--- src/eei_pkg.sv ---
// package: constants and helpers for the external edge interrupt unit
`default_nettype none
package eei_pkg;

    // ==========================================================
    // geometry
    localparam int EEI_NUM_UNITS = 4;
    localparam int EEI_CH_PER_UNIT = 2;
    localparam int EEI_ADDR_W = 12;

    // ==========================================================
    // control register indexes; byte address is four times the index
    localparam logic [EEI_ADDR_W-1:0] EEI_CTRL_UNIT1_IDX = 12'h048;
    localparam logic [EEI_ADDR_W-1:0] EEI_CTRL_UNIT2_IDX = 12'h049;
    localparam logic [EEI_ADDR_W-1:0] EEI_CTRL_UNIT3_IDX = 12'h04A;
    localparam logic [EEI_ADDR_W-1:0] EEI_CTRL_UNIT4_IDX = 12'h04B;

    // ==========================================================
    // port and interrupt bookkeeping registers (byte addresses)
    localparam logic [EEI_ADDR_W-1:0] EEI_PORT_DIR_ADDR = 12'h100;
    localparam logic [EEI_ADDR_W-1:0] EEI_PORT_DATA_ADDR = 12'h104;
    localparam logic [EEI_ADDR_W-1:0] EEI_IRQ_STATUS_ADDR = 12'h108;
    localparam logic [EEI_ADDR_W-1:0] EEI_IRQ_CLEAR_ADDR = 12'h10C;
    localparam logic [EEI_ADDR_W-1:0] EEI_IRQ_ENABLE_ADDR = 12'h110;

    // ==========================================================
    // control register fields, channel 0 low nibble, channel 1 high nibble
    localparam int EEI_EN0_BIT = 0;
    localparam int EEI_SEL0_LSB = 1;
    localparam int EEI_FLAG0_BIT = 3;
    localparam int EEI_EN1_BIT = 4;
    localparam int EEI_SEL1_LSB = 5;
    localparam int EEI_FLAG1_BIT = 7;

    // ==========================================================
    // reset values
    localparam logic [7:0] EEI_CTRL_RST = 8'h00;
    localparam logic [7:0] EEI_PORT_RST = 8'h00;

    // ==========================================================
    // edge select encodings
    typedef enum logic [1:0] {
        EEI_SEL_NONE = 2'h0,
        EEI_SEL_RISE = 2'h1,
        EEI_SEL_FALL = 2'h2,
        EEI_SEL_BOTH = 2'h3
    } eei_sel_t;

    function automatic logic [EEI_ADDR_W-1:0] eei_ctrl_addr(input int unit);
        logic [EEI_ADDR_W-1:0] idx;
        idx = EEI_CTRL_UNIT1_IDX + EEI_ADDR_W'(unit);
        return {idx[EEI_ADDR_W-3:0], 2'h0};
    endfunction

    function automatic int eei_flag_pos(input int ch);
        return (ch % 2 == 1) ? EEI_FLAG1_BIT : EEI_FLAG0_BIT;
    endfunction

    function automatic int eei_sel_pos(input int ch);
        return (ch % 2 == 1) ? EEI_SEL1_LSB : EEI_SEL0_LSB;
    endfunction

    function automatic int eei_en_pos(input int ch);
        return (ch % 2 == 1) ? EEI_EN1_BIT : EEI_EN0_BIT;
    endfunction

    // true when the sample pair shows the selected edge
    function automatic logic eei_edge_hit(input logic [1:0] sel, input logic prev,
                                          input logic cur);
        case (sel)
            EEI_SEL_RISE: return cur & ~prev;
            EEI_SEL_FALL: return prev & ~cur;
            EEI_SEL_BOTH: return cur ^ prev;
            default: return 1'b0;
        endcase
    endfunction

endpackage
`default_nettype wire

--- src/eei_top.sv ---
// module: external edge interrupt unit with apb register slave
//
// Implementation choice: the APB interface to the registers.
`timescale 1ns/100ps
`default_nettype none
module eei_top import eei_pkg::*; #(
    parameter int NUM_UNITS = EEI_NUM_UNITS
) (
    input wire logic pclk,
    input wire logic presetn,
    input wire logic [EEI_ADDR_W-1:0] paddr,
    input wire logic psel,
    input wire logic penable,
    input wire logic pwrite,
    input wire logic [31:0] pwdata,
    input wire logic [3:0] pstrb,
    input wire logic rmw_access,
    output logic [31:0] prdata,
    output logic pready,
    output logic pslverr,
    input wire logic [2*NUM_UNITS-1:0] pin_i,
    output logic [2*NUM_UNITS-1:0] pin_o,
    output logic [2*NUM_UNITS-1:0] pin_oe,
    output logic [2*NUM_UNITS-1:0] ch_req_o,
    output logic irq_o
);

    localparam int NP = EEI_CH_PER_UNIT * NUM_UNITS;

    // the map has room for four control registers only
    if (NUM_UNITS < 1 || NUM_UNITS > EEI_NUM_UNITS) begin : g_units_chk
        $error("eei_top: NUM_UNITS must be 1..4");
    end

    logic [NUM_UNITS-1:0][7:0] ctrl_r;
    logic [NUM_UNITS-1:0][7:0] ctrl_nxt;
    logic [NP-1:0] dir_r;
    logic [NP-1:0] port_data_r;
    logic [NP-1:0] status_r;
    logic [NP-1:0] status_nxt;
    logic [NP-1:0] enable_r;
    logic [NP-1:0] enable_nxt;
    logic [NP-1:0] ch_req_r;
    logic [NP-1:0] ch_req_nxt;
    logic irq_r;
    logic [31:0] prdata_r;
    logic [31:0] rd_nxt;
    logic pready_r;
    logic pslverr_r;
    logic rd_err;
    logic setup_cyc;
    logic wr_fire;
    logic wr_lane0;
    logic [2*NP-1:0] sel_vec;
    logic [NP-1:0] active_vec;
    logic [NP-1:0] level;
    logic [NP-1:0] hit;

    // ==========================================================
    // apb handshake: setup cycle latches answer, one access cycle completes
    assign setup_cyc = psel & ~penable;
    assign wr_fire = psel & penable & pready_r & pwrite;
    assign wr_lane0 = wr_fire & pstrb[0];

    // ==========================================================
    // edge detection
    always_comb begin
        for (int c = 0; c < NP; c++) begin
            sel_vec[2*c +: 2] = ctrl_r[c/2][eei_sel_pos(c) +: 2];
            active_vec[c] = ~dir_r[c];
        end
    end

    eei_edge_detect #(
        .WIDTH(NP)
    ) u_edge (
        .pclk(pclk),
        .presetn(presetn),
        .pin_i(pin_i),
        .sel_i(sel_vec),
        .active_i(active_vec),
        .level_o(level),
        .hit_o(hit)
    );

    // ==========================================================
    // control registers: flags write-zero-to-clear, a set beats a clear
    always_comb begin
        ctrl_nxt = ctrl_r;
        for (int u = 0; u < NUM_UNITS; u++) begin
            if (wr_lane0 && paddr == eei_ctrl_addr(u)) begin
                ctrl_nxt[u] = pwdata[7:0];
                ctrl_nxt[u][EEI_FLAG0_BIT] = ctrl_r[u][EEI_FLAG0_BIT] & pwdata[EEI_FLAG0_BIT];
                ctrl_nxt[u][EEI_FLAG1_BIT] = ctrl_r[u][EEI_FLAG1_BIT] & pwdata[EEI_FLAG1_BIT];
            end
        end
        for (int c = 0; c < NP; c++) begin
            if (hit[c]) begin
                ctrl_nxt[c/2][eei_flag_pos(c)] = 1'b1;
            end
        end
        for (int c = 0; c < NP; c++) begin
            ch_req_nxt[c] = ctrl_nxt[c/2][eei_flag_pos(c)] & ctrl_nxt[c/2][eei_en_pos(c)];
        end
    end

    always_ff @(posedge pclk or negedge presetn) begin
        if (!presetn) begin
            for (int u = 0; u < NUM_UNITS; u++) begin
                ctrl_r[u] <= EEI_CTRL_RST;
            end
        end else begin
            ctrl_r <= ctrl_nxt;
        end
    end

    // request lines follow the same next value so they track flag and enable exactly
    always_ff @(posedge pclk or negedge presetn) begin
        if (!presetn) begin
            ch_req_r <= '0;
        end else begin
            ch_req_r <= ch_req_nxt;
        end
    end

    // ==========================================================
    // port direction and data latch; a high direction bit drives the pin
    always_ff @(posedge pclk or negedge presetn) begin
        if (!presetn) begin
            dir_r <= NP'(EEI_PORT_RST);
            port_data_r <= NP'(EEI_PORT_RST);
        end else begin
            if (wr_lane0 && paddr == EEI_PORT_DIR_ADDR) begin
                dir_r <= pwdata[NP-1:0];
            end
            if (wr_lane0 && paddr == EEI_PORT_DATA_ADDR) begin
                port_data_r <= pwdata[NP-1:0];
            end
        end
    end

    // ==========================================================
    // sticky event status, write-one clear, enable, single level irq
    always_comb begin
        status_nxt = status_r;
        enable_nxt = enable_r;
        if (wr_lane0 && paddr == EEI_IRQ_CLEAR_ADDR) begin
            status_nxt = status_r & ~pwdata[NP-1:0];
        end
        status_nxt = status_nxt | hit;
        if (wr_lane0 && paddr == EEI_IRQ_ENABLE_ADDR) begin
            enable_nxt = pwdata[NP-1:0];
        end
    end

    always_ff @(posedge pclk or negedge presetn) begin
        if (!presetn) begin
            status_r <= '0;
            enable_r <= '0;
            irq_r <= 1'b0;
        end else begin
            status_r <= status_nxt;
            enable_r <= enable_nxt;
            irq_r <= |(status_nxt & enable_nxt);
        end
    end

    // ==========================================================
    // read mux, evaluated in the setup cycle
    always_comb begin
        rd_nxt = '0;
        rd_err = 1'b1;
        for (int u = 0; u < NUM_UNITS; u++) begin
            if (paddr == eei_ctrl_addr(u)) begin
                rd_nxt[7:0] = ctrl_r[u];
                if (rmw_access) begin
                    rd_nxt[EEI_FLAG0_BIT] = 1'b1;
                    rd_nxt[EEI_FLAG1_BIT] = 1'b1;
                end
                rd_err = 1'b0;
            end
        end
        case (paddr)
            EEI_PORT_DIR_ADDR: begin
                rd_nxt[NP-1:0] = dir_r;
                rd_err = 1'b0;
            end
            EEI_PORT_DATA_ADDR: begin
                // live level for inputs regardless of request enable; rmw sees the latch
                rd_nxt[NP-1:0] = rmw_access ? port_data_r :
                                 ((dir_r & port_data_r) | (~dir_r & level));
                rd_err = 1'b0;
            end
            EEI_IRQ_STATUS_ADDR: begin
                rd_nxt[NP-1:0] = status_r;
                rd_err = 1'b0;
            end
            EEI_IRQ_CLEAR_ADDR: begin
                rd_err = 1'b0;
            end
            EEI_IRQ_ENABLE_ADDR: begin
                rd_nxt[NP-1:0] = enable_r;
                rd_err = 1'b0;
            end
            default: begin
            end
        endcase
    end

    // one wait-free access cycle; read data frozen at setup, so no race with the pin
    always_ff @(posedge pclk or negedge presetn) begin
        if (!presetn) begin
            prdata_r <= '0;
            pready_r <= 1'b0;
            pslverr_r <= 1'b0;
        end else if (setup_cyc) begin
            prdata_r <= pwrite ? 32'h0000_0000 : rd_nxt;
            pready_r <= 1'b1;
            pslverr_r <= rd_err;
        end else begin
            pready_r <= 1'b0;
            pslverr_r <= 1'b0;
        end
    end

    assign prdata = prdata_r;
    assign pready = pready_r;
    assign pslverr = pslverr_r;
    assign pin_o = port_data_r;
    assign pin_oe = dir_r;
    assign ch_req_o = ch_req_r;
    assign irq_o = irq_r;

    // ==========================================================
    // assertions and covers on channel 0/1 of the first unit and on the irq output
    req_tracks_a: assert property (@(posedge pclk) disable iff (!presetn)
        ch_req_o[0] == (ctrl_r[0][EEI_FLAG0_BIT] & ctrl_r[0][EEI_EN0_BIT])
        && ch_req_o[1] == (ctrl_r[0][EEI_FLAG1_BIT] & ctrl_r[0][EEI_EN1_BIT]))
        else $error("request line differs from flag and enable");

    flag0_set_a: assert property (@(posedge pclk) disable iff (!presetn)
        hit[0] |=> ctrl_r[0][EEI_FLAG0_BIT])
        else $error("channel 0 flag not set after edge");

    flag1_set_a: assert property (@(posedge pclk) disable iff (!presetn)
        hit[1] |=> ctrl_r[0][EEI_FLAG1_BIT])
        else $error("channel 1 flag not set after edge");

    sel_none_a: assert property (@(posedge pclk) disable iff (!presetn)
        (ctrl_r[0][EEI_SEL0_LSB +: 2] == EEI_SEL_NONE) |=> !hit[0])
        else $error("edge seen with detection off");

    rise_detect_a: assert property (@(posedge pclk) disable iff (!presetn)
        (level[0] && !$past(level[0]) && !dir_r[0]
         && ctrl_r[0][EEI_SEL0_LSB +: 2] == EEI_SEL_RISE) |=> hit[0])
        else $error("rising edge missed");

    fall_ignore_a: assert property (@(posedge pclk) disable iff (!presetn)
        (!level[0] && $past(level[0]) && ctrl_r[0][EEI_SEL0_LSB +: 2] == EEI_SEL_RISE)
        |=> !hit[0])
        else $error("falling edge taken in rising mode");

    dir_gate_a: assert property (@(posedge pclk) disable iff (!presetn)
        dir_r[0] |=> !hit[0])
        else $error("output pin raised an edge event");

    flag_clear_a: assert property (@(posedge pclk) disable iff (!presetn)
        (wr_lane0 && paddr == eei_ctrl_addr(0) && !pwdata[EEI_FLAG0_BIT] && !hit[0])
        |=> !ctrl_r[0][EEI_FLAG0_BIT])
        else $error("writing zero did not clear flag");

    flag_keep_a: assert property (@(posedge pclk) disable iff (!presetn)
        (wr_lane0 && paddr == eei_ctrl_addr(0) && pwdata[EEI_FLAG0_BIT])
        |=> ctrl_r[0][EEI_FLAG0_BIT] == ($past(ctrl_r[0][EEI_FLAG0_BIT]) | $past(hit[0])))
        else $error("writing one changed flag");

    rmw_flag_a: assert property (@(posedge pclk) disable iff (!presetn)
        (setup_cyc && !pwrite && rmw_access && paddr == eei_ctrl_addr(0))
        |=> prdata[EEI_FLAG0_BIT] && prdata[EEI_FLAG1_BIT] && pready)
        else $error("rmw flag read not one");

    pin_read_a: assert property (@(posedge pclk) disable iff (!presetn)
        (setup_cyc && !pwrite && !rmw_access && paddr == EEI_PORT_DATA_ADDR && !dir_r[0])
        |=> prdata[0] == $past(level[0]))
        else $error("port data read missed live pin");

    irq_level_a: assert property (@(posedge pclk) disable iff (!presetn)
        irq_o == |(status_r & enable_r))
        else $error("irq output differs from status and enable");

    flag_set_c: cover property (@(posedge pclk) disable iff (!presetn)
        hit[0] ##1 ch_req_o[0]);
    flag_clr_c: cover property (@(posedge pclk) disable iff (!presetn)
        ch_req_o[0] ##1 !ch_req_o[0]);
    rmw_read_c: cover property (@(posedge pclk) disable iff (!presetn)
        setup_cyc && rmw_access && !pwrite);
    irq_c: cover property (@(posedge pclk) disable iff (!presetn)
        $rose(irq_o));

endmodule // eei_top
`default_nettype wire

--- src/eei_edge_detect.sv ---
// module: pin synchronisers and per-channel edge detectors
`timescale 1ns/100ps
`default_nettype none
module eei_edge_detect import eei_pkg::*; #(
    parameter int WIDTH = 8
) (
    input wire logic pclk,
    input wire logic presetn,
    input wire logic [WIDTH-1:0] pin_i,
    input wire logic [2*WIDTH-1:0] sel_i,
    input wire logic [WIDTH-1:0] active_i,
    output logic [WIDTH-1:0] level_o,
    output logic [WIDTH-1:0] hit_o
);

    if (WIDTH < 1) begin : g_width_chk
        $error("eei_edge_detect: WIDTH must be at least 1");
    end

    logic [WIDTH-1:0] sync1_r;
    logic [WIDTH-1:0] sync2_r;
    logic [WIDTH-1:0] prev_r;
    logic [WIDTH-1:0] hit_r;

    // ==========================================================
    // two-stage synchroniser, first stage read only by the second
    always_ff @(posedge pclk or negedge presetn) begin
        if (!presetn) begin
            sync1_r <= '0;
            sync2_r <= '0;
            prev_r <= '0;
        end else begin
            sync1_r <= pin_i;
            sync2_r <= sync1_r;
            prev_r <= sync2_r;
        end
    end

    // ==========================================================
    // edge compare on consecutive synchronised samples
    always_ff @(posedge pclk or negedge presetn) begin
        if (!presetn) begin
            hit_r <= '0;
        end else begin
            for (int i = 0; i < WIDTH; i++) begin
                hit_r[i] <= active_i[i] & eei_edge_hit(sel_i[2*i +: 2], prev_r[i], sync2_r[i]);
            end
        end
    end

    assign level_o = sync2_r;
    assign hit_o = hit_r;

endmodule // eei_edge_detect
`default_nettype wire

--- config.mk ---
export PLATFORM = sky130hd
export DESIGN_NAME = eei_top
export DESIGN_NICKNAME = d
export VERILOG_FILES = /design/src/eei_pkg.sv /design/src/eei_top.sv /design/src/eei_edge_detect.sv
export SDC_FILE = /design/constraint.sdc
export NUM_CORES = 1
export LEC_CHECK = 0
export BUFFER_PORTS_ARGS = -buffer_cell sky130_fd_sc_hd__clkbuf_2
export CORE_MARGIN = 3
export CORE_UTILIZATION = 45
export CTS_CLUSTER_DIAMETER = 80
export DETAILED_ROUTE_END_ITERATION = 7
export PLACE_DENSITY_LB_ADDON = 0.05
export SYNTH_ARGS = -nofsm -noshare
export SYNTH_HDL_FRONTEND = slang
export SYNTH_HIERARCHICAL = 1
export SYNTH_SLANG_ARGS = --single-unit
--- constraint.sdc ---
create_clock -name pclk -period 2.6 [get_ports pclk]
set_clock_uncertainty 0.15 [all_clocks]
set_input_delay 0.39 -clock pclk [delete_from_list [all_inputs] [get_ports pclk]]
set_output_delay 0.39 -clock pclk [all_outputs]
set_load 0.01 [all_outputs]
# Word level (Yosys, flattened, before mapping)
# Cells that the tools add are included.
dict set report totals {
  register_bits 139
  wordCells 194
  output_inout_bits 59
  inputBits 62
}
dict set report classes {
  eq_ne 33
  bitwise_logic 86
  n_reduce_logical 10
  muxes 44
}
# op count
set op_table {}
lappend op_table {{$eq 12x9->1 const B} 9}
lappend op_table {{$mux 8} 12}
lappend op_table {{$and 1x1->1} 45}
lappend op_table {{$and 8x8->8} 4}
lappend op_table {{$eq 2x2->1 const B} 16}
lappend op_table {{$pmux 8 s4} 1}
lappend op_table {{$not 1->1} 25}
lappend op_table {{$pmux 1 s3} 8}
lappend op_table {{$mux 1} 23}
lappend op_table {{$eq 2x1->1 const B} 8}
lappend op_table {{$not 8->8} 2}
lappend op_table {{$or 8x8->8} 2}
lappend op_table {{$logic_and 1x1->1} 8}
lappend op_table {{$reduce_or 8->1} 1}
lappend op_table {{$xor 1x1->1} 8}
lappend op_table {{$reduce_or 5->1} 1}

# Logic depth before layout (Yosys ltp)
# Gate-level depths: netlist (run 1).
dict set report logic_depth {
  ltp_word 9
  ltp_mapped 9
  mapped_depth_nobuf 6
}

# Hierarchy
# Netlist (run 1), hierarchy kept.
# mod area_each_um2 cells_per_inst n_inst seq_area_each_um2
set modules_own_cells {}
lappend modules_own_cells {eei_top 4165.2 378 1 2077.0}
lappend modules_own_cells {eei_edge_detect 1301.2 104 1 800.8}

# Least setup slack after synthesis (run 1)
# No wires, ideal clock.
dict set report synth_timing {
  path_kind {input to register}
  from {in paddr[11]}
  to {reg irq_r, in the netlist irq_o}
  required_ps 2315
  t_arrival_ps 2612
  slack_ps -297
  cell_stages 7
  setup_ps 135
  path_buffers 1
  cell_sequence {or4_1 buf_2 or4b_4 nor3_2 mux2_2 a22oi_1 nand4_1}
}
dict set report synth_between {
  elab_cells_between_ends 9
  classes_between {2 x eq/ne; 2 x mux; 2 x bitwise; 3 x reduce/logical}
}
# item line_no
set synth_rtl {}
lappend synth_rtl {{start: declaration} eei_top.sv:11} ;# input wire logic [EEI_ADDR_W-1:0] paddr,
lappend synth_rtl {{$eq 12x9->1} eei_top.sv:151} ;# if (wr_lane0 && paddr == EEI_IRQ_ENABLE_ADDR) begin
lappend synth_rtl {{$logic_and 1x1->1} eei_top.sv:151}
lappend synth_rtl {{$mux 8} eei_top.sv:151}
lappend synth_rtl {{net enable_nxt[4]} eei_top.sv:42} ;# logic [NP-1:0] enable_nxt;
lappend synth_rtl {{$and 8x8->8} eei_top.sv:164} ;# irq_r <= |(status_nxt & enable_nxt);
lappend synth_rtl {{$reduce_or 8->1} eei_top.sv:164}
lappend synth_rtl {{end signal: assignment} eei_top.sv:164}
lappend synth_rtl {{end: declaration} eei_top.sv:45} ;# logic irq_r;
# The timed path passes the listed nets, and every way through them passes these cells.
# A chain may end at the register's enable or synchronous reset.

# Final worst setup path (run 1)
# Same ends and word-level chain as after synthesis.

==> metrics.md, run 1 <==
| Metric | Value |
|---|---|
| Status | `completed` |
| Reg2Reg Depth | `7` |
| First-pass GRT wire length | `approximately 23 mm` |
| Crit Path Category | `in2reg` |
| Avg Cell Area, Syn | `roughly 11 um2` |
| Num CTS Buffers | `17` |
| FF-to-FF End | `irq_o` |
| Worst path required time | `2720 ps` |
| Critical Path Slowest Stage Cell | `or4_4` |
| Critical path endpoint category | `register` |
| Initial antenna violation count | `0` |
| GP Congestion | `0.833` |
| Die Area | `13500 um2` |
| Final hold slack | `150 ps` |
| Critical-path maximum fanout | `8` |
| Fin nets | `674` |
| PD cells | `609 nW/um2` |
| Fin. Hold Viols | `0` |
| Syn Inst Count | `482` |
| Cell Area, Synth | `around 5500 um2` |
| Pre-Repair DR Iteration Count | `5` |
| Clock transition at the registers of the reported paths | `~60 ps` |
| Tightest Pin Transition | `767 ps` |
| CTS tree | `done` |
| Leakage | `0.00351 uW` |
| Number of synthesis warnings | `6` |
| Arrival @ worst endpoint | `2670 ps` |
| Minimum clock period | `between 2000 and 3000 ps` |
| Final wirelength | `14.5 mm` |
| ANT nets after route | `0` |
| DP Wirelength | `roughly 11 mm` |
| Drt wl/cell | `about 19 um` |
| Final setup violation count | `0` |
| Crit start category | `input pin` |
| Grt ovf | `0` |
| Top_reg_cell synth | `dfrtp_1` |
| Asr flop ratio synth | `100%` |
| CTS sink count | `115` |
| DR vias | `4060` |
| Worst-Skew Late Latency | `420 ps` |
| Initial DRC Count | `246` |
| Root Buffer Master | `clkbuf_16` |
| Number of core rows | `39` |
| Initial core utilization | `46.9%` |
| Worst hold endpoint | `ctrl_r[2]` |
| Total Power | `between 4000 and 5000 uW` |
| Syn-to-layout area delta | `27.8%` |
| Number of buffers added on ports | `69` |
| Max-slew violations | `0` |
| Worst Hold Path Cells | `3` |
| CP peak stage delay | `about 530 ps` |
| DRC Markers | `0` |
| Post-synthesis sequential area ratio | `52.6%` |
| Post-synth cell types | `49` |
| GR Util All Layers | `23.2%` |
| Ant diodes | `0` |
| Die height | `116 um` |
| Hold_sp | `pwdata[2]` |
| Flops & latches, synth | `around 120` |
| Worst Hold Class | `in2reg` |
| R2R Path Start | `pready` |
| Layout cells sized above 1 | `33.5%` |
| Max-cap viol count | `0` |
| Worst VDD drop | `442 uV` |
| Final Util | `approximately three fifths` |
| Vias per cell | `5.40` |
| Max Fclk | `0.393 GHz` |
| Largest net degree at the start of global routing | `43` |
| Max transition margin | `48.8%` |
| Die width | `116 um` |
| CTS max path bufs | `2` |
| Post-synth EDFFs | `0` |
| Vias in the first global route | `4108` |
| Crit path cell chain | `clkbuf_2, or4_4, or4b_4, buf_4, nor3_4, buf_12, mux2_2, a22oi_2, nand4_1` |
| Core box area | `11700 um2` |
| CTS H-tree depth | `4` |
| Final period util | `98.0%` |
| FF-to-FF setup slack | `460 ps` |
| IO Pins | `121` |
==> power by group <==
part	internal, uW	switching, uW	total, uW	leakage, uW
clock	1340	881	2230	0.000269
sequential	1810	12.9	1820	0.00151
combinational	72.4	134	207	0.00173
==> sequential cells by signal (all words and copies together) (netlist names) <==
signal          flops
ch_req_o            8
ctrl_r             32
enable_r            8
irq_o               1
pin_o               8
pin_oe              8
prdata              8
pready              1
pslverr             1
status_r            8
u_edge/hit_o        8
u_edge/level_o      8
u_edge/prev_r       8
u_edge/sync1_r      8
==> layer usage <==
metal  vias up  track usage, %  part of all wire, %
li1       1895               -                    -
met5         -               0                    0
met2       124            35.4                   46
met1      2018            32.7                   46
met4         0            7.42                  1.8
met3        23            5.65                  6.0
==> synthesized netlist by cell type, types with 13 or more instances <==
cell / n / share of area, %
dfrtp_1: 115 / 53
mux2_2: 34 / 7.0
buf_4: 24 / 3.3
and3_1: 14 / 1.6
o21ai_0: 32 / 2.9
clkbuf_1: 19 / 1.3
a21o_1: 15 / 2.1
nand2b_1: 25 / 2.9
inv_1: 34 / 2.3
ha_1: 16 / 3.7
mux2i_1: 13 / 2.4
nand2_1: 32 / 2.2
==> cell families (layout without fill, tap and decap cells) <==
kind of cell / after synthesis / count (layout) / share of synthesized area (%)
simple gates: 121 / 121 / 12.5
other cells: 1 / 24 / 0.0686
compound gates: 99 / 99 / 13.3
buf+inv: 80 / 184 / 7.51
mux: 49 / 49 / 10.2
flops: 115 / 115 / 52.6
fa+ha+maj: 17 / 17 / 3.85
==> stage by stage <==
stage               instance area (um2)  std cells  TNS (ps)  worst slack [ps]
global route                       6990        752     -3.99             -3.99
floorplan                          5680        505     -1930              -171
CTS                                6940        752         0              21.5
finish                             6990        752         0              52.8
global placement                   6280        711     -4830              -396
detailed placement                 6280        711     -5170              -398
==> final cells by class <==
cell class	instances	area, um2
Timing Repair Buffer	118	801
Multi-Input combinational cell	310	2430
Fill cell	985	4670
Inverter	34	128
Tap cell	143	179
Sequential cell	115	2880
Clock inverter	14	131
Clock buffer	18	439
==> worst max-delay path by stage <==
stage               from        end  slack (ps)
2_1_floorplan  paddr[11]  prdata[0]        -170
3_3_place_gp   paddr[11]      irq_o        -400
3_5_place_dp   paddr[11]      irq_o        -400
4_1_cts        paddr[11]      irq_o          20
5_1_grt        paddr[11]      irq_o          -4
6_report       paddr[11]      irq_o          50
==> worst max-delay path: cells and delay by family <==
family	cells	cell delay, ps
multiplexers	1	350
AND/OR/NAND/NOR	4	1370
AO/OA/AOI/OAI	1	140
buffers and inverters	3	410
==> cells in the final DEF, fill, tap and decap left out, drive strengths merged, types with 11 or more instances in the layout <==
cell type	n
mux2	34
nand2b	25
ha	16
o21ai	32
clkbuf	86
a21o	15
conb	24
dfrtp	115
nor2	11
buf	41
inv	36
mux2i	13
a2111oi	13
nand2	32
and3	14
==> what timing repair did <==
| item | CTS | global route |
|---|---|---|
| setup buffers | 0 | 0 |
| resized for setup | 0 | 11 |
| hold buffers | 9 | 0 |
| hold endpoints to repair | 44 | 0 |
| setup endpoints to repair | 0 | 1 |
Power figures use the tool's default switching activity.
==> run 2: changes to the inputs <==
Settings changed: SYNTH_HIERARCHICAL 1 to unset.
==> metrics.md, run 2 <==
| Metric | Value |
|---|---|
| Reg with most FFs | `ctrl_r` |
| Worst path bufs/invs | `0` |
| CTS H-tree depth | `4` |
| GRT met1 Usage | `30.8%` |
| Met3 Use GR | `5.32%` |
| Worst Hold Path Cells | `0` |
| Asr flop ratio synth | `100%` |
| Vias per cell | `~5.4` |
| Number of buffers added on ports | `69` |
| Critical path endpoint category | `register` |
| Final period util | `91.7%` |
| Worst-Skew Late Latency | `410 ps` |
| Reg area | `between 2000 and 3000 um2` |
| Final setup violation count | `0` |
| Crit Path Category | `reg2reg` |
| Initial core utilization | `46.6%` |
| Area of the multi-input gates | `approximately 2200 um2` |
| FF-to-FF setup slack | `around 220 ps` |
| Number of core rows | `39` |
| Max transition margin | `63.2%` |
| Fin. Hold Viols | `0` |
| Clock transition at the registers of the reported paths | `50 ps` |
| CP peak stage delay | `between 400 and 500 ps` |
| Reg2Reg Depth | `6` |
| Die width | `roughly 120 um` |
| Max-cap viol count | `0` |
| CTS max path bufs | `2` |
| R2R Path Start | `pready` |
| DRC Markers | `0` |
| Pre-Repair DR Iteration Count | `5` |
| Die Area | `approximately 13000 um2` |
| Core box area | `11600 um2` |
| Hold_sp | `u_edge.sync1_r[6]` |
| CP top delay family | `simple AND/OR/NAND/NOR gates` |
| Most frequent cells in the layout | `dfrtp_1, clkbuf_2, mux2_2, nor2_1, buf_4` |
| ANT nets after route | `0` |
| Minimum clock period | `approximately 2400 ps` |
| DR vias | `4003` |
| RSZ-0062 raised after global routing | `no` |
| GR Util All Layers | `~22%` |
| Crit path cell chain | `and3_1, and4b_1, and2_4, mux2_2, a22o_1, or4_1` |
| Post-synth top cells | `dfrtp_1, mux2_2, nor2_1` |
| Number of synthesis warnings | `0` |
| Max-slew violations | `0` |
| Die height | `between 100 and 150 um` |
| Non-Filler Instances | `~740` |
| Max reg flops | `32` |
| Fin nets | `659` |
| Tightest Pin Transition | `551 ps` |
| Final hold slack | `196 ps` |
| Flops & latches, synth | `approximately 120` |
| Top_reg_cell synth | `dfrtp_1` |
| Status | `completed` |
| FILL cells | `1009` |
| CTS sink count | `115` |
| Cell Area, Synth | `5380 um2` |
| Final wirelength | `around 14 mm` |
| Total Power | `4160 uW` |
| Largest net degree at the start of global routing | `between 40 and 50` |
| Root Buffer Master | `clkbuf_16` |
| Grt ovf | `0` |
| Setup TNS | `0 ps` |
| GP Congestion | `0.903` |
| DP Wirelength | `a little under 10 mm` |
| Synth area leader | `dfrtp_1` |
| Commonest non-fill, non-tap cell in the layout | `dfrtp_1` |
| IO Pins | `121` |
| Arrival @ worst endpoint | `2510 ps` |
| Initial DRC Count | `238` |
| Post-synth cell types | `between 40 and 50` |
| Post-synth EDFFs | `0` |
| Placed cell count | `696` |
| Num CTS Buffers | `17` |
| PD cells | `627 nW/um2` |
| Met2 Use GR | `32.6%` |
| Top-count cell post-synth | `dfrtp_1` |
| Worst hold endpoint | `u_edge.level_o[6]` |
| Critical-path maximum fanout | `8` |
| First-pass GRT wire length | `21.7 mm` |
| Worst Hold Class | `reg2reg` |
| Syn-to-layout area delta | `23.4%` |
| Layout cells sized above 1 | `30.8%` |
| FF-to-FF End | `irq_o` |
| Vias in the first global route | `3972` |
| CTS resizes | `0` |
| Worst path required time | `2730 ps` |
| Initial antenna violation count | `0` |
| Synth area leaders | `dfrtp_1, mux2_2, buf_4` |
| Post-synthesis sequential area ratio | `between 50% and 60%` |
| Worst VDD drop | `385 uV` |
| Ant diodes | `0` |
| Grt peak-use layer | `met2` |
| Max Fclk | `0.419 GHz` |
| Critical Path Slowest Stage Cell | `or4_1` |
| Post-synth top area share | `around 53%` |
| Leakage | `0.00335 uW` |
| Drt wl/cell | `18.6 um` |
| CTS tree | `done` |
| Syn Inst Count | `468` |
| Avg Cell Area, Syn | `roughly 12 um2` |
| Crit start category | `register` |
[run 2: changes by cell type in the layout (fill, tap and decap cells not counted), sizes merged, moves of 8 or more]
cell and change:
a221oi +8, o21ai -13, a22o +9, nand2 -11, and3 -8, a311oi -8
clkbuf +10, nand2b -14, a2111oi -11, nor2 +28, mux2 +14, a21o -13
[run 2: cell type report]
cell class,instances,share of cell area [%]
Clock buffer,28,7.93
Clock inverter,4,0.301
Inverter,32,1.81
Multi-Input combinational cell,302,33.2
Sequential cell,115,43.3
Tap cell,143,2.69
Timing Repair Buffer,113,10.7
[run 2: metrics by stage]
stage                     instance area, um2  util [%]  setup WS (ps)
after global routing                    6640      57.4           97.2
after global placement                  6000      51.9          -64.0
after detailed placement                6000      51.9          -57.5
after CTS                               6640      57.4            226
after floorplan                         5480         -           3.54
final                                   6640      57.4            216
[run 2: per-layer routing]
| metal | part of all wire [%] | up-vias |
|---|---|---|
| met2 | 45 | 165 |
| met5 | 0 | - |
| met4 | 3.1 | 0 |
| met3 | 6.3 | 30 |
| li1 | - | 1846 |
| met1 | 46 | 1962 |
[run 2: cells by family after synthesis]
kind of cell / synth area share (%)
other: 0.0697
adder cells (fa/ha/maj): 3.90
flip-flops: 53.5
AND/OR/NAND/NOR: 10.9
multiplexers: 13.2
buffers and inverters: 7.32
AO/OA/AOI/OAI: 11.1
[run 2: worst max path at each step]
stage / from / end / slack (ps) / cells after the start
2_1_floorplan: paddr[2] / irq_o / 4 / 9
3_3_place_gp: paddr[1] / irq_o / -60 / 7
3_5_place_dp: paddr[1] / irq_o / -60 / 7
4_1_cts: pready / irq_o / 230 / 6
5_1_grt: pready / irq_o / 100 / 8
6_report: pready / irq_o / 220 / 6
[run 2: report_power, final]
part,total [uW],switching (uW),internal [uW]
clock network,2110,750,1360
logic,226,149,76.9
registers,1830,12.1,1810
total,4160,911,3250
[run 2: what timing repair did]
item,in CTS,in global routing
hold buffers,9,0
setup buffers,0,0
hold endpoints to repair,46,0
